==> config.mk <==
export PLATFORM = sky130hd
export DESIGN_NAME = udc_counter
export DESIGN_NICKNAME = d
export VERILOG_FILES = /design/src/udc_pkg.sv /design/src/udc_counter.sv
export VERILOG_INCLUDE_DIRS = /design/src
export SDC_FILE = /design/constraint.sdc
export NUM_CORES = 1
export LEC_CHECK = 0
export BUFFER_PORTS_ARGS = -buffer_cell sky130_fd_sc_hd__buf_2
export CAP_MARGIN = 20
export CORE_MARGIN = 4
export CORE_UTILIZATION = 62
export CTS_CLUSTER_SIZE = 10
export DETAILED_ROUTE_END_ITERATION = 7
export GPL_ROUTABILITY_DRIVEN = 0
export GPL_TIMING_DRIVEN = 0
export PLACE_DENSITY = 0.86
export REMOVE_ABC_BUFFERS = 1
export SYNTH_ARGS = -nofsm -noshare
export SYNTH_HDL_FRONTEND = slang
export SYNTH_SLANG_ARGS = --single-unit
==> constraint.sdc <==
create_clock -name pclk -period 7.9 [get_ports pclk]
set_clock_uncertainty 0.1 [all_clocks]
set_input_delay 1.185 -clock pclk [delete_from_list [all_inputs] [get_ports pclk]]
set_output_delay 1.185 -clock pclk [all_outputs]
set_load 0.02 [all_outputs]
==> src/udc_cfg.svh <==
`ifndef UDC_CFG_SVH
`define UDC_CFG_SVH

// register byte offsets
`define UDC_OFF_CTRL 8'h00
`define UDC_OFF_PERIOD 8'h04
`define UDC_OFF_COMPARE 8'h08
`define UDC_OFF_COUNT 8'h0c
`define UDC_OFF_STATUS 8'h10
`define UDC_OFF_CAPTURE 8'h14

// control field positions
`define UDC_CTRL_SW_EN 0
`define UDC_CTRL_EN_MODE_LO 1
`define UDC_CTRL_EN_MODE_HI 2
`define UDC_CTRL_CLK_MODE_LO 3
`define UDC_CTRL_CLK_MODE_HI 4
`define UDC_CTRL_CMP_MODE_LO 5
`define UDC_CTRL_CMP_MODE_HI 7
`define UDC_CTRL_CAP_MODE_LO 8
`define UDC_CTRL_CAP_MODE_HI 9
`define UDC_CTRL_MASK_LO 10
`define UDC_CTRL_MASK_HI 12

// status field positions
`define UDC_ST_TC 0
`define UDC_ST_CMP 1
`define UDC_ST_NOT_EMPTY 2
`define UDC_ST_OVERFLOW 3
`define UDC_ST_UNDERFLOW 4
`define UDC_ST_TC_EVENT 5
`define UDC_ST_CAP_EVENT 6
`define UDC_ST_FULL 7

// reset values
`define UDC_CTRL_RST 32'h0000_0000
`define UDC_PERIOD_RST 32'h0000_00ff
`define UDC_COMPARE_RST 32'h0000_0080

// capture storage depth
`define UDC_CAP_DEPTH 4

`endif

==> src/udc_pkg.sv <==
package udc_pkg;

    typedef enum logic [1:0] {
        UDC_CLK_UP,
        UDC_CLK_DOWN,
        UDC_CLK_DIR,
        UDC_CLK_DUAL
    } udc_clk_mode_t;

    typedef enum logic [2:0] {
        UDC_CMP_LT,
        UDC_CMP_LE,
        UDC_CMP_EQ,
        UDC_CMP_GT,
        UDC_CMP_GE
    } udc_cmp_mode_t;

    typedef enum logic [1:0] {
        UDC_EN_SW,
        UDC_EN_HW,
        UDC_EN_BOTH
    } udc_en_mode_t;

endpackage

==> src/udc_counter.sv <==
// Functional notes
// [RULE1] single-input modes count one event per rising edge of count_in only
// [RULE2] down counter: zero is terminal, reload period and keep running
// [RULE3] up counter: period is terminal, reload zero afterwards
// [RULE4] count plus direction: direction 1 adds one, 0 subtracts one
// [RULE5] dual mode: pulses sampled on oversample clock, up adds, down subtracts
// [RULE6] dual mode: separate overflow and underflow flags, reload period
// [RULE7] compare result against compare value driven every cycle
// [RULE8] capture rising edge pushes count into four-entry fifo
// [RULE9] effective enable from software bit, hardware input, or both
// [RULE10] hardware enable low holds the count unchanged
// [RULE11] reset input rising reloads like terminal count, high holds it
// [RULE12] start value zero for up mode, period for other modes
// [RULE13] terminal_count_flag low while held in reset
// [RULE14] interrupt enable for any mix of terminal, compare, capture
// [RULE15] enable and direction inputs pass a two-stage synchroniser
// [RULE16] count_in used except in dual mode, oversample clock only there
// [RULE17] capture mode none disables capture entirely
// [RULE18] terminal_count_flag high while count sits at terminal value
// [RULE19] interrupt is the or of all enabled status sources
// [RULE20] compare relations lt, le, eq, gt, ge of count against compare
// [RULE21] full fifo drops captures, read pops oldest, not-empty reported
// [RULE22] edges found against previous cycle sample, one event per edge
//
// The APB register port and the placing of the registers were decided locally.
`timescale 1ns/1ps
`default_nettype none
`include "udc_cfg.svh"

module udc_counter #(
    parameter int WIDTH = 8
) (
    input wire logic pclk,
    input wire logic presetn,
    input wire logic psel,
    input wire logic penable,
    input wire logic pwrite,
    input wire logic [7:0] paddr,
    input wire logic [31:0] pwdata,
    output logic [31:0] prdata,
    output logic pready,
    output logic pslverr,
    input wire logic count_in,
    input wire logic count_direction,
    input wire logic increment_pulse,
    input wire logic decrement_pulse,
    input wire logic oversample_clk,
    input wire logic enable_in,
    input wire logic reset_in,
    input wire logic capture_in,
    output logic terminal_count_flag,
    output logic compare_match_out,
    output logic interrupt_out
);
    import udc_pkg::*;

    initial begin
        if (WIDTH != 8 && WIDTH != 16 && WIDTH != 24 && WIDTH != 32) begin
            $error("udc_counter: WIDTH must be 8, 16, 24 or 32");
        end
    end

    localparam int DEPTH = `UDC_CAP_DEPTH;
    localparam logic [WIDTH-1:0] ALL_ONES = {WIDTH{1'b1}};
    localparam logic [WIDTH-1:0] ZERO = {WIDTH{1'b0}};

    function automatic logic [31:0] ext(input logic [WIDTH-1:0] v);
        logic [31:0] r;
        r = 32'h0000_0000;
        r[WIDTH-1:0] = v;
        return r;
    endfunction

    function automatic logic relate(input udc_cmp_mode_t m,
                                    input logic [WIDTH-1:0] a,
                                    input logic [WIDTH-1:0] b);
        logic r;
        r = 1'b0;
        unique case (m)
            UDC_CMP_LT: r = a < b;
            UDC_CMP_LE: r = a <= b;
            UDC_CMP_EQ: r = a == b;
            UDC_CMP_GT: r = a > b;
            UDC_CMP_GE: r = a >= b;
            default: r = 1'b0;
        endcase
        return r;
    endfunction

    logic [31:0] ctrl;
    logic [WIDTH-1:0] period;
    logic [WIDTH-1:0] compare_val;
    logic [WIDTH-1:0] count;
    logic [WIDTH-1:0] next_count;
    logic en_s1, en_s2, dir_s1, dir_s2;
    logic count_prev, ovs_prev, inc_prev, dec_prev, cap_prev, tc_prev;
    logic overflow, underflow, tc_event, cap_event;
    logic next_overflow, next_underflow;
    logic [WIDTH-1:0] fifo_mem [DEPTH];
    logic [1:0] wr_ptr, rd_ptr;
    logic [2:0] fill;

    // control field decode
    wire udc_clk_mode_t clk_mode =
        udc_clk_mode_t'(ctrl[`UDC_CTRL_CLK_MODE_HI:`UDC_CTRL_CLK_MODE_LO]);
    wire udc_cmp_mode_t cmp_mode =
        udc_cmp_mode_t'(ctrl[`UDC_CTRL_CMP_MODE_HI:`UDC_CTRL_CMP_MODE_LO]);
    wire udc_en_mode_t en_mode =
        udc_en_mode_t'(ctrl[`UDC_CTRL_EN_MODE_HI:`UDC_CTRL_EN_MODE_LO]);
    wire logic sw_en = ctrl[`UDC_CTRL_SW_EN];
    wire logic cap_on =
        ctrl[`UDC_CTRL_CAP_MODE_HI:`UDC_CTRL_CAP_MODE_LO] != 2'b00; // [RULE17]
    wire logic [2:0] irq_mask = ctrl[`UDC_CTRL_MASK_HI:`UDC_CTRL_MASK_LO];

    // apb decode
    wire logic setup = psel && !penable;
    wire logic access = psel && penable && pready;
    wire logic wr = access && pwrite;
    wire logic rd = access && !pwrite;
    wire logic hit_ctrl = paddr == `UDC_OFF_CTRL;
    wire logic hit_period = paddr == `UDC_OFF_PERIOD;
    wire logic hit_cmp = paddr == `UDC_OFF_COMPARE;
    wire logic hit_count = paddr == `UDC_OFF_COUNT;
    wire logic hit_status = paddr == `UDC_OFF_STATUS;
    wire logic hit_cap = paddr == `UDC_OFF_CAPTURE;
    wire logic mapped = hit_ctrl || hit_period || hit_cmp || hit_count ||
                        hit_status || hit_cap;
    wire logic status_rd = rd && hit_status;

    // effective enable
    wire logic eff_en = (en_mode == UDC_EN_SW) ? sw_en :
                        (en_mode == UDC_EN_HW) ? en_s2 :
                        (en_mode == UDC_EN_BOTH) ? (sw_en && en_s2) :
                        1'b0; // [RULE9] [RULE10]

    // edge detection against the previous sample: each cycle, or each oversample edge for the pulses
    wire logic dual = clk_mode == UDC_CLK_DUAL;
    wire logic count_rise = !dual && count_in && !count_prev; // [RULE1] [RULE16] [RULE22]
    wire logic ovs_rise = dual && oversample_clk && !ovs_prev; // [RULE16]
    // pulses are only looked at on an oversample edge, so a pulse
    // shorter than the oversample period may be missed
    wire logic inc_rise = ovs_rise && increment_pulse && !inc_prev; // [RULE5]
    wire logic dec_rise = ovs_rise && decrement_pulse && !dec_prev; // [RULE5]
    wire logic cap_rise = cap_on && capture_in && !cap_prev; // [RULE22]

    wire logic step_up = eff_en && (dual ? (inc_rise && !dec_rise) :
        count_rise && (clk_mode == UDC_CLK_UP ||
                       (clk_mode == UDC_CLK_DIR && dir_s2))); // [RULE4] [RULE5]
    wire logic step_down = eff_en && (dual ? (dec_rise && !inc_rise) :
        count_rise && (clk_mode == UDC_CLK_DOWN ||
                       (clk_mode == UDC_CLK_DIR && !dir_s2))); // [RULE4] [RULE5]

    wire logic [WIDTH-1:0] start_val =
        (clk_mode == UDC_CLK_UP) ? ZERO : period; // [RULE12]
    wire logic [WIDTH-1:0] term_val =
        (clk_mode == UDC_CLK_UP) ? period : ZERO;
    wire logic up_down = clk_mode == UDC_CLK_DIR || dual;
    // the two-way modes reload period at both ends of the range
    wire logic at_term = up_down ? (count == ALL_ONES || count == ZERO) :
                         (count == term_val); // [RULE18]

    always_comb begin
        next_count = count;
        next_overflow = overflow && !status_rd;
        next_underflow = underflow && !status_rd;
        if (reset_in) begin
            next_count = start_val; // [RULE11] [RULE12]
        end else if (step_up) begin
            if (up_down && count == ALL_ONES) begin
                next_count = period; // [RULE6]
                next_overflow = 1'b1; // [RULE6]
            end else if (!up_down && count == period) begin
                next_count = ZERO; // [RULE3]
            end else begin
                next_count = count + 1'b1; // [RULE3] [RULE4]
            end
        end else if (step_down) begin
            if (count == ZERO) begin
                next_count = period; // [RULE2] [RULE6]
                next_underflow = up_down || next_underflow; // [RULE6]
            end else begin
                next_count = count - 1'b1; // [RULE2] [RULE4]
            end
        end
    end

    wire logic tc_now = at_term && !reset_in;
    wire logic tc_rise = tc_now && !tc_prev;
    wire logic cmp_now = relate(cmp_mode, count, compare_val); // [RULE20]

    // capture fifo
    wire logic fifo_full = fill == 3'(DEPTH);
    wire logic fifo_empty = fill == 3'd0;
    wire logic push = cap_rise && !fifo_full; // [RULE8] [RULE21]
    wire logic pop = rd && hit_cap && !fifo_empty; // [RULE21]
    wire logic [2:0] next_fill = fill + 3'(push) - 3'(pop);

    wire logic [31:0] status_word = ext(ZERO) |
        (32'(terminal_count_flag) << `UDC_ST_TC) |
        (32'(compare_match_out) << `UDC_ST_CMP) |
        (32'(!fifo_empty) << `UDC_ST_NOT_EMPTY) |
        (32'(overflow) << `UDC_ST_OVERFLOW) |
        (32'(underflow) << `UDC_ST_UNDERFLOW) |
        (32'(tc_event) << `UDC_ST_TC_EVENT) |
        (32'(cap_event) << `UDC_ST_CAP_EVENT) |
        (32'(fifo_full) << `UDC_ST_FULL); // [RULE21]

    wire logic [31:0] read_mux =
        hit_ctrl ? ctrl :
        hit_period ? ext(period) :
        hit_cmp ? ext(compare_val) :
        hit_count ? ext(count) :
        hit_status ? status_word :
        (hit_cap && !fifo_empty) ? ext(fifo_mem[rd_ptr]) :
        32'h0000_0000;

    // interrupt sources: terminal event, compare level, capture event
    wire logic next_irq = (irq_mask[0] && tc_event) ||
                          (irq_mask[1] && compare_match_out) ||
                          (irq_mask[2] && cap_event); // [RULE14] [RULE19]

    // pready is registered: one wait-free access phase after each setup
    always_ff @(posedge pclk or negedge presetn) begin
        if (!presetn) begin
            pready <= 1'b0;
            pslverr <= 1'b0;
            prdata <= 32'h0000_0000;
        end else begin
            pready <= setup;
            pslverr <= setup && !mapped;
            // write accesses return zero so stale data never shows
            prdata <= (setup && !pwrite) ? read_mux : 32'h0000_0000;
        end
    end

    always_ff @(posedge pclk or negedge presetn) begin
        if (!presetn) begin
            ctrl <= `UDC_CTRL_RST;
            period <= WIDTH'(`UDC_PERIOD_RST);
            compare_val <= WIDTH'(`UDC_COMPARE_RST);
        end else if (wr) begin
            if (hit_ctrl) begin
                ctrl <= pwdata;
            end
            if (hit_period) begin
                period <= pwdata[WIDTH-1:0];
            end
            if (hit_cmp) begin
                compare_val <= pwdata[WIDTH-1:0];
            end
        end
    end

    // only the second stage is read anywhere
    always_ff @(posedge pclk or negedge presetn) begin
        if (!presetn) begin
            en_s1 <= 1'b0;
            en_s2 <= 1'b0;
            dir_s1 <= 1'b0;
            dir_s2 <= 1'b0;
        end else begin
            en_s1 <= enable_in; // [RULE15]
            en_s2 <= en_s1; // [RULE15]
            dir_s1 <= count_direction; // [RULE15]
            dir_s2 <= dir_s1; // [RULE15]
        end
    end

    always_ff @(posedge pclk or negedge presetn) begin
        if (!presetn) begin
            count_prev <= 1'b0;
            ovs_prev <= 1'b0;
            inc_prev <= 1'b0;
            dec_prev <= 1'b0;
            cap_prev <= 1'b0;
            tc_prev <= 1'b0;
        end else begin
            count_prev <= count_in;
            ovs_prev <= oversample_clk;
            cap_prev <= capture_in;
            tc_prev <= tc_now;
            if (ovs_rise) begin
                inc_prev <= increment_pulse;
                dec_prev <= decrement_pulse;
            end
        end
    end

    always_ff @(posedge pclk or negedge presetn) begin
        if (!presetn) begin
            count <= ZERO;
            overflow <= 1'b0;
            underflow <= 1'b0;
        end else begin
            count <= next_count;
            overflow <= next_overflow;
            underflow <= next_underflow;
        end
    end

    // sticky events: a new event in the clearing read cycle survives
    always_ff @(posedge pclk or negedge presetn) begin
        if (!presetn) begin
            tc_event <= 1'b0;
            cap_event <= 1'b0;
        end else begin
            tc_event <= tc_rise || (tc_event && !status_rd);
            cap_event <= cap_rise || (cap_event && !status_rd);
        end
    end

    always_ff @(posedge pclk or negedge presetn) begin
        if (!presetn) begin
            terminal_count_flag <= 1'b0;
            compare_match_out <= 1'b0;
            interrupt_out <= 1'b0;
        end else begin
            terminal_count_flag <= tc_now; // [RULE13] [RULE18]
            compare_match_out <= cmp_now; // [RULE7]
            interrupt_out <= next_irq; // [RULE19]
        end
    end

    always_ff @(posedge pclk) begin
        if (push) begin
            fifo_mem[wr_ptr] <= count; // [RULE8]
        end
    end

    always_ff @(posedge pclk or negedge presetn) begin
        if (!presetn) begin
            wr_ptr <= 2'd0;
            rd_ptr <= 2'd0;
            fill <= 3'd0;
        end else begin
            if (push) begin
                wr_ptr <= wr_ptr + 2'd1;
            end
            if (pop) begin
                rd_ptr <= rd_ptr + 2'd1; // [RULE21]
            end
            fill <= next_fill;
        end
    end

endmodule
`default_nettype wire

==> metrics <==
status completed; Yosys warning count 0; largest net degree at the start of global routing 65; number of port buffers between 80 and 90; # IOs 90; worst hold path class reg2reg; total power ~1700 uW; synth unique cells 66; synth top area cells dfrtp_1 38%, edfxtp_1 14%, mux2_1 6.7%; chip height approximately 110 microns; RR Endpoint count[2]$_DFFE_PN0P_; Max Buffers Root-to-Sink 2; share of cells above drive strength 1 0.247; first-pass GRT wire length approximately 28000 microns; initial DRC count 613; count leader, synth dfrtp_1; Routed Antenna Nets 0; Via Count about 5000; # fillers just over 700; area of the mapped netlist 6870 sq um; initial antenna violation count 0; Fin. Hold Viols 0; HPWL after detailed placement between 10000 and 15000 microns; num rows 38; clk_lat worst skew between 0.5 and 0.6 ns; MaxCap Viol Count 0; setup violators final 0; # diodes 0; Num Clock Sinks between 100 and 150; Slew HR 0.294; vias in the first global route roughly 5200; setup TNS 0 ns; post-DR vias/cell around 6.3; slowest stage cell, crit path or4_4; Worst R2R Start count[0]$_DFFE_PN0P_; Initial Util 0.634; setup bufs post-CTS 0; arrival time worst endpoint between 4 and 5 ns; H-tree depth 4; routed len/inst 20.9 microns; synthesis-to-finish area growth 15.8%; worst hold path startpoint en_s1$_DFF_PN0_; final wirelength about 17000 microns; min Tclk post-route roughly 3.7 ns; Slew Viols, Final 0; die footprint ~13000 sq um; worst vdd ir 156 uV; critical path, cell by cell buf_2 -> or4_4 -> nor3_1 -> nand4_1 -> nor3_1 -> ha_1 -> inv_1 -> ha_1 -> fa_1 -> xor2_1 -> xnor2_1; core footprint roughly 11000 sq um; hold-fix buffers at CTS 0; Hold Crit Endpoint en_s2$_DFF_PN0_; total gr overflow 0; post_cts resized 0; Post-synth top cells 104 x dfrtp_1, 46 x a21oi_1, 41 x mux2_1; fmax around 270 MHz; worst setup margin 4.17 ns; reg2reg setup slack between 5 and 6 ns; Die W roughly 110 microns; CTS tree built; Slew @ Worst Pin roughly 1.1 ns; final net count approximately 700; DR pass1 iterations 7; Reg2Reg Depth 8; Remaining DRCs 0; RSZ-0062 raised after global routing false; sequential share of the synthesized area 0.553; Crit path largest cell delay roughly 0.58 ns; Critical Path Sink Type flop; Mean Syn Cell Area roughly 12 sq um; cts bufs inserted 17; P_leak about 0.0036 uW; async set-or-reset flop fraction in the synthesized netlist 0.779; WHS Path Cells 0; CP Data Required Time between 8 and 9 ns; Worst setup SP type input port; number of synthesized flops with an enable pin 32; ys flop type dfrtp_1; crit share post-route 0.472; Yosys top cell area share 0.379; Synth Register Bits between 100 and 150; critical path class in2reg; area leader, netlist dfrtp_1; Clk pin slew, worst setup/hold paths roughly 0.060 ns; Place WS about 3.7 ns; Worst Path Max Fanout 10; multi-input logic area about 2800 sq um; FF/Latch Area 3800 sq um; Clk Tree Root Cell clkbuf_8; Total GRT Usage 0.282; power density over the cells approximately 210 nW/um^2; Post-Synthesis Cells approximately 560
==> state kept, by name, indices dropped and copies added (netlist names), 2 cells and up <==
signal	flops
fill	3
rd_ptr	2
period	8
prdata	32
fifo_mem	32
count	8
ctrl	32
compare_val	8
wr_ptr	2
==> worst max path at each step <==
| stage | start | endpoint | slack, ns | cells past startpoint |
|---|---|---|---|---|
| after global placement | paddr[7] | ctrl[0]$_DFFE_PN0P_ | 2.84 | 6 |
| after floorplan | paddr[7] | ctrl[0]$_DFFE_PN0P_ | 3.72 | 5 |
| after CTS | paddr[7] | fill[2]$_DFF_PN0_ | 4.17 | 11 |
| final | paddr[7] | fill[2]$_DFF_PN0_ | 4.17 | 11 |
| after detailed placement | paddr[7] | fill[2]$_DFF_PN0_ | 3.68 | 11 |
| after global routing | paddr[7] | fill[2]$_DFF_PN0_ | 4.00 | 11 |
==> logic make-up (layout without fill, tap and decap cells) <==
kind of cell	count (synthesis)	after routing	share of synthesized area
compound gates	120	120	0.114
fa+ha+maj	18	18	0.0339
mux	62	62	0.114
simple gates	141	141	0.122
xor+xnor	19	19	0.0242
flops	145	145	0.553
buf+inv	58	152	0.0390
==> worst max-delay path: cells and delay by family <==
kind / cells / cell delay [ns]
simple gates: 4 / 1.69
fa+ha+maj: 3 / 0.73
buf+inv: 2 / 0.14
xor+xnor: 2 / 0.29
==> placed cells by master (no fill, tap or decap), types with 16 or more instances in the layout <==
cell type,n
dfrtp_1,104
buf_2,88
a21oi_1,46
mux2_1,41
edfxtp_1,32
and2_1,28
inv_1,27
nand2_1,27
nand2b_1,18
o21ai_0,18
ha_1,17
clkbuf_16,17
nor2_1,16
xnor2_1,16
==> layer usage <==
metal	track usage	vias up	wire length, microns
met5	0	-	0
met3	0.0765	76	1310
met4	0.139	0	741
met1	0.350	2479	6270
met2	0.459	272	8300
li1	-	2208	-
==> power by group <==
part | switching, uW | internal (uW) | leakage (uW)
registers | 34.4 | 785 | 0.00177
clock network | 321 | 407 | 0.000271
logic | 83.8 | 58.1 | 0.00160
total | 439 | 1250 | 0.00364
==> cell type report <==
type,instances,area share
Inverter,28,0.0132
Sequential cell,145,0.478
Clock buffer,18,0.0552
Tap cell,140,0.0220
Multi-Input combinational cell,360,0.354
Timing Repair Buffer,92,0.0642
Clock inverter,14,0.0131
==> through the flow <==
stage,cell area (sq um),instances,util,hold slack (ns)
2_1_floorplan,6710,533,-,0.231
3_3_place_gp,7330,762,0.676,0.236
3_5_place_dp,7410,765,0.683,0.235
4_1_cts,7950,797,0.733,0.248
5_1_grt,7950,797,0.733,0.254
6_report,7950,797,0.733,0.247
No activity file was read; power rests on OpenSTA's default activity.
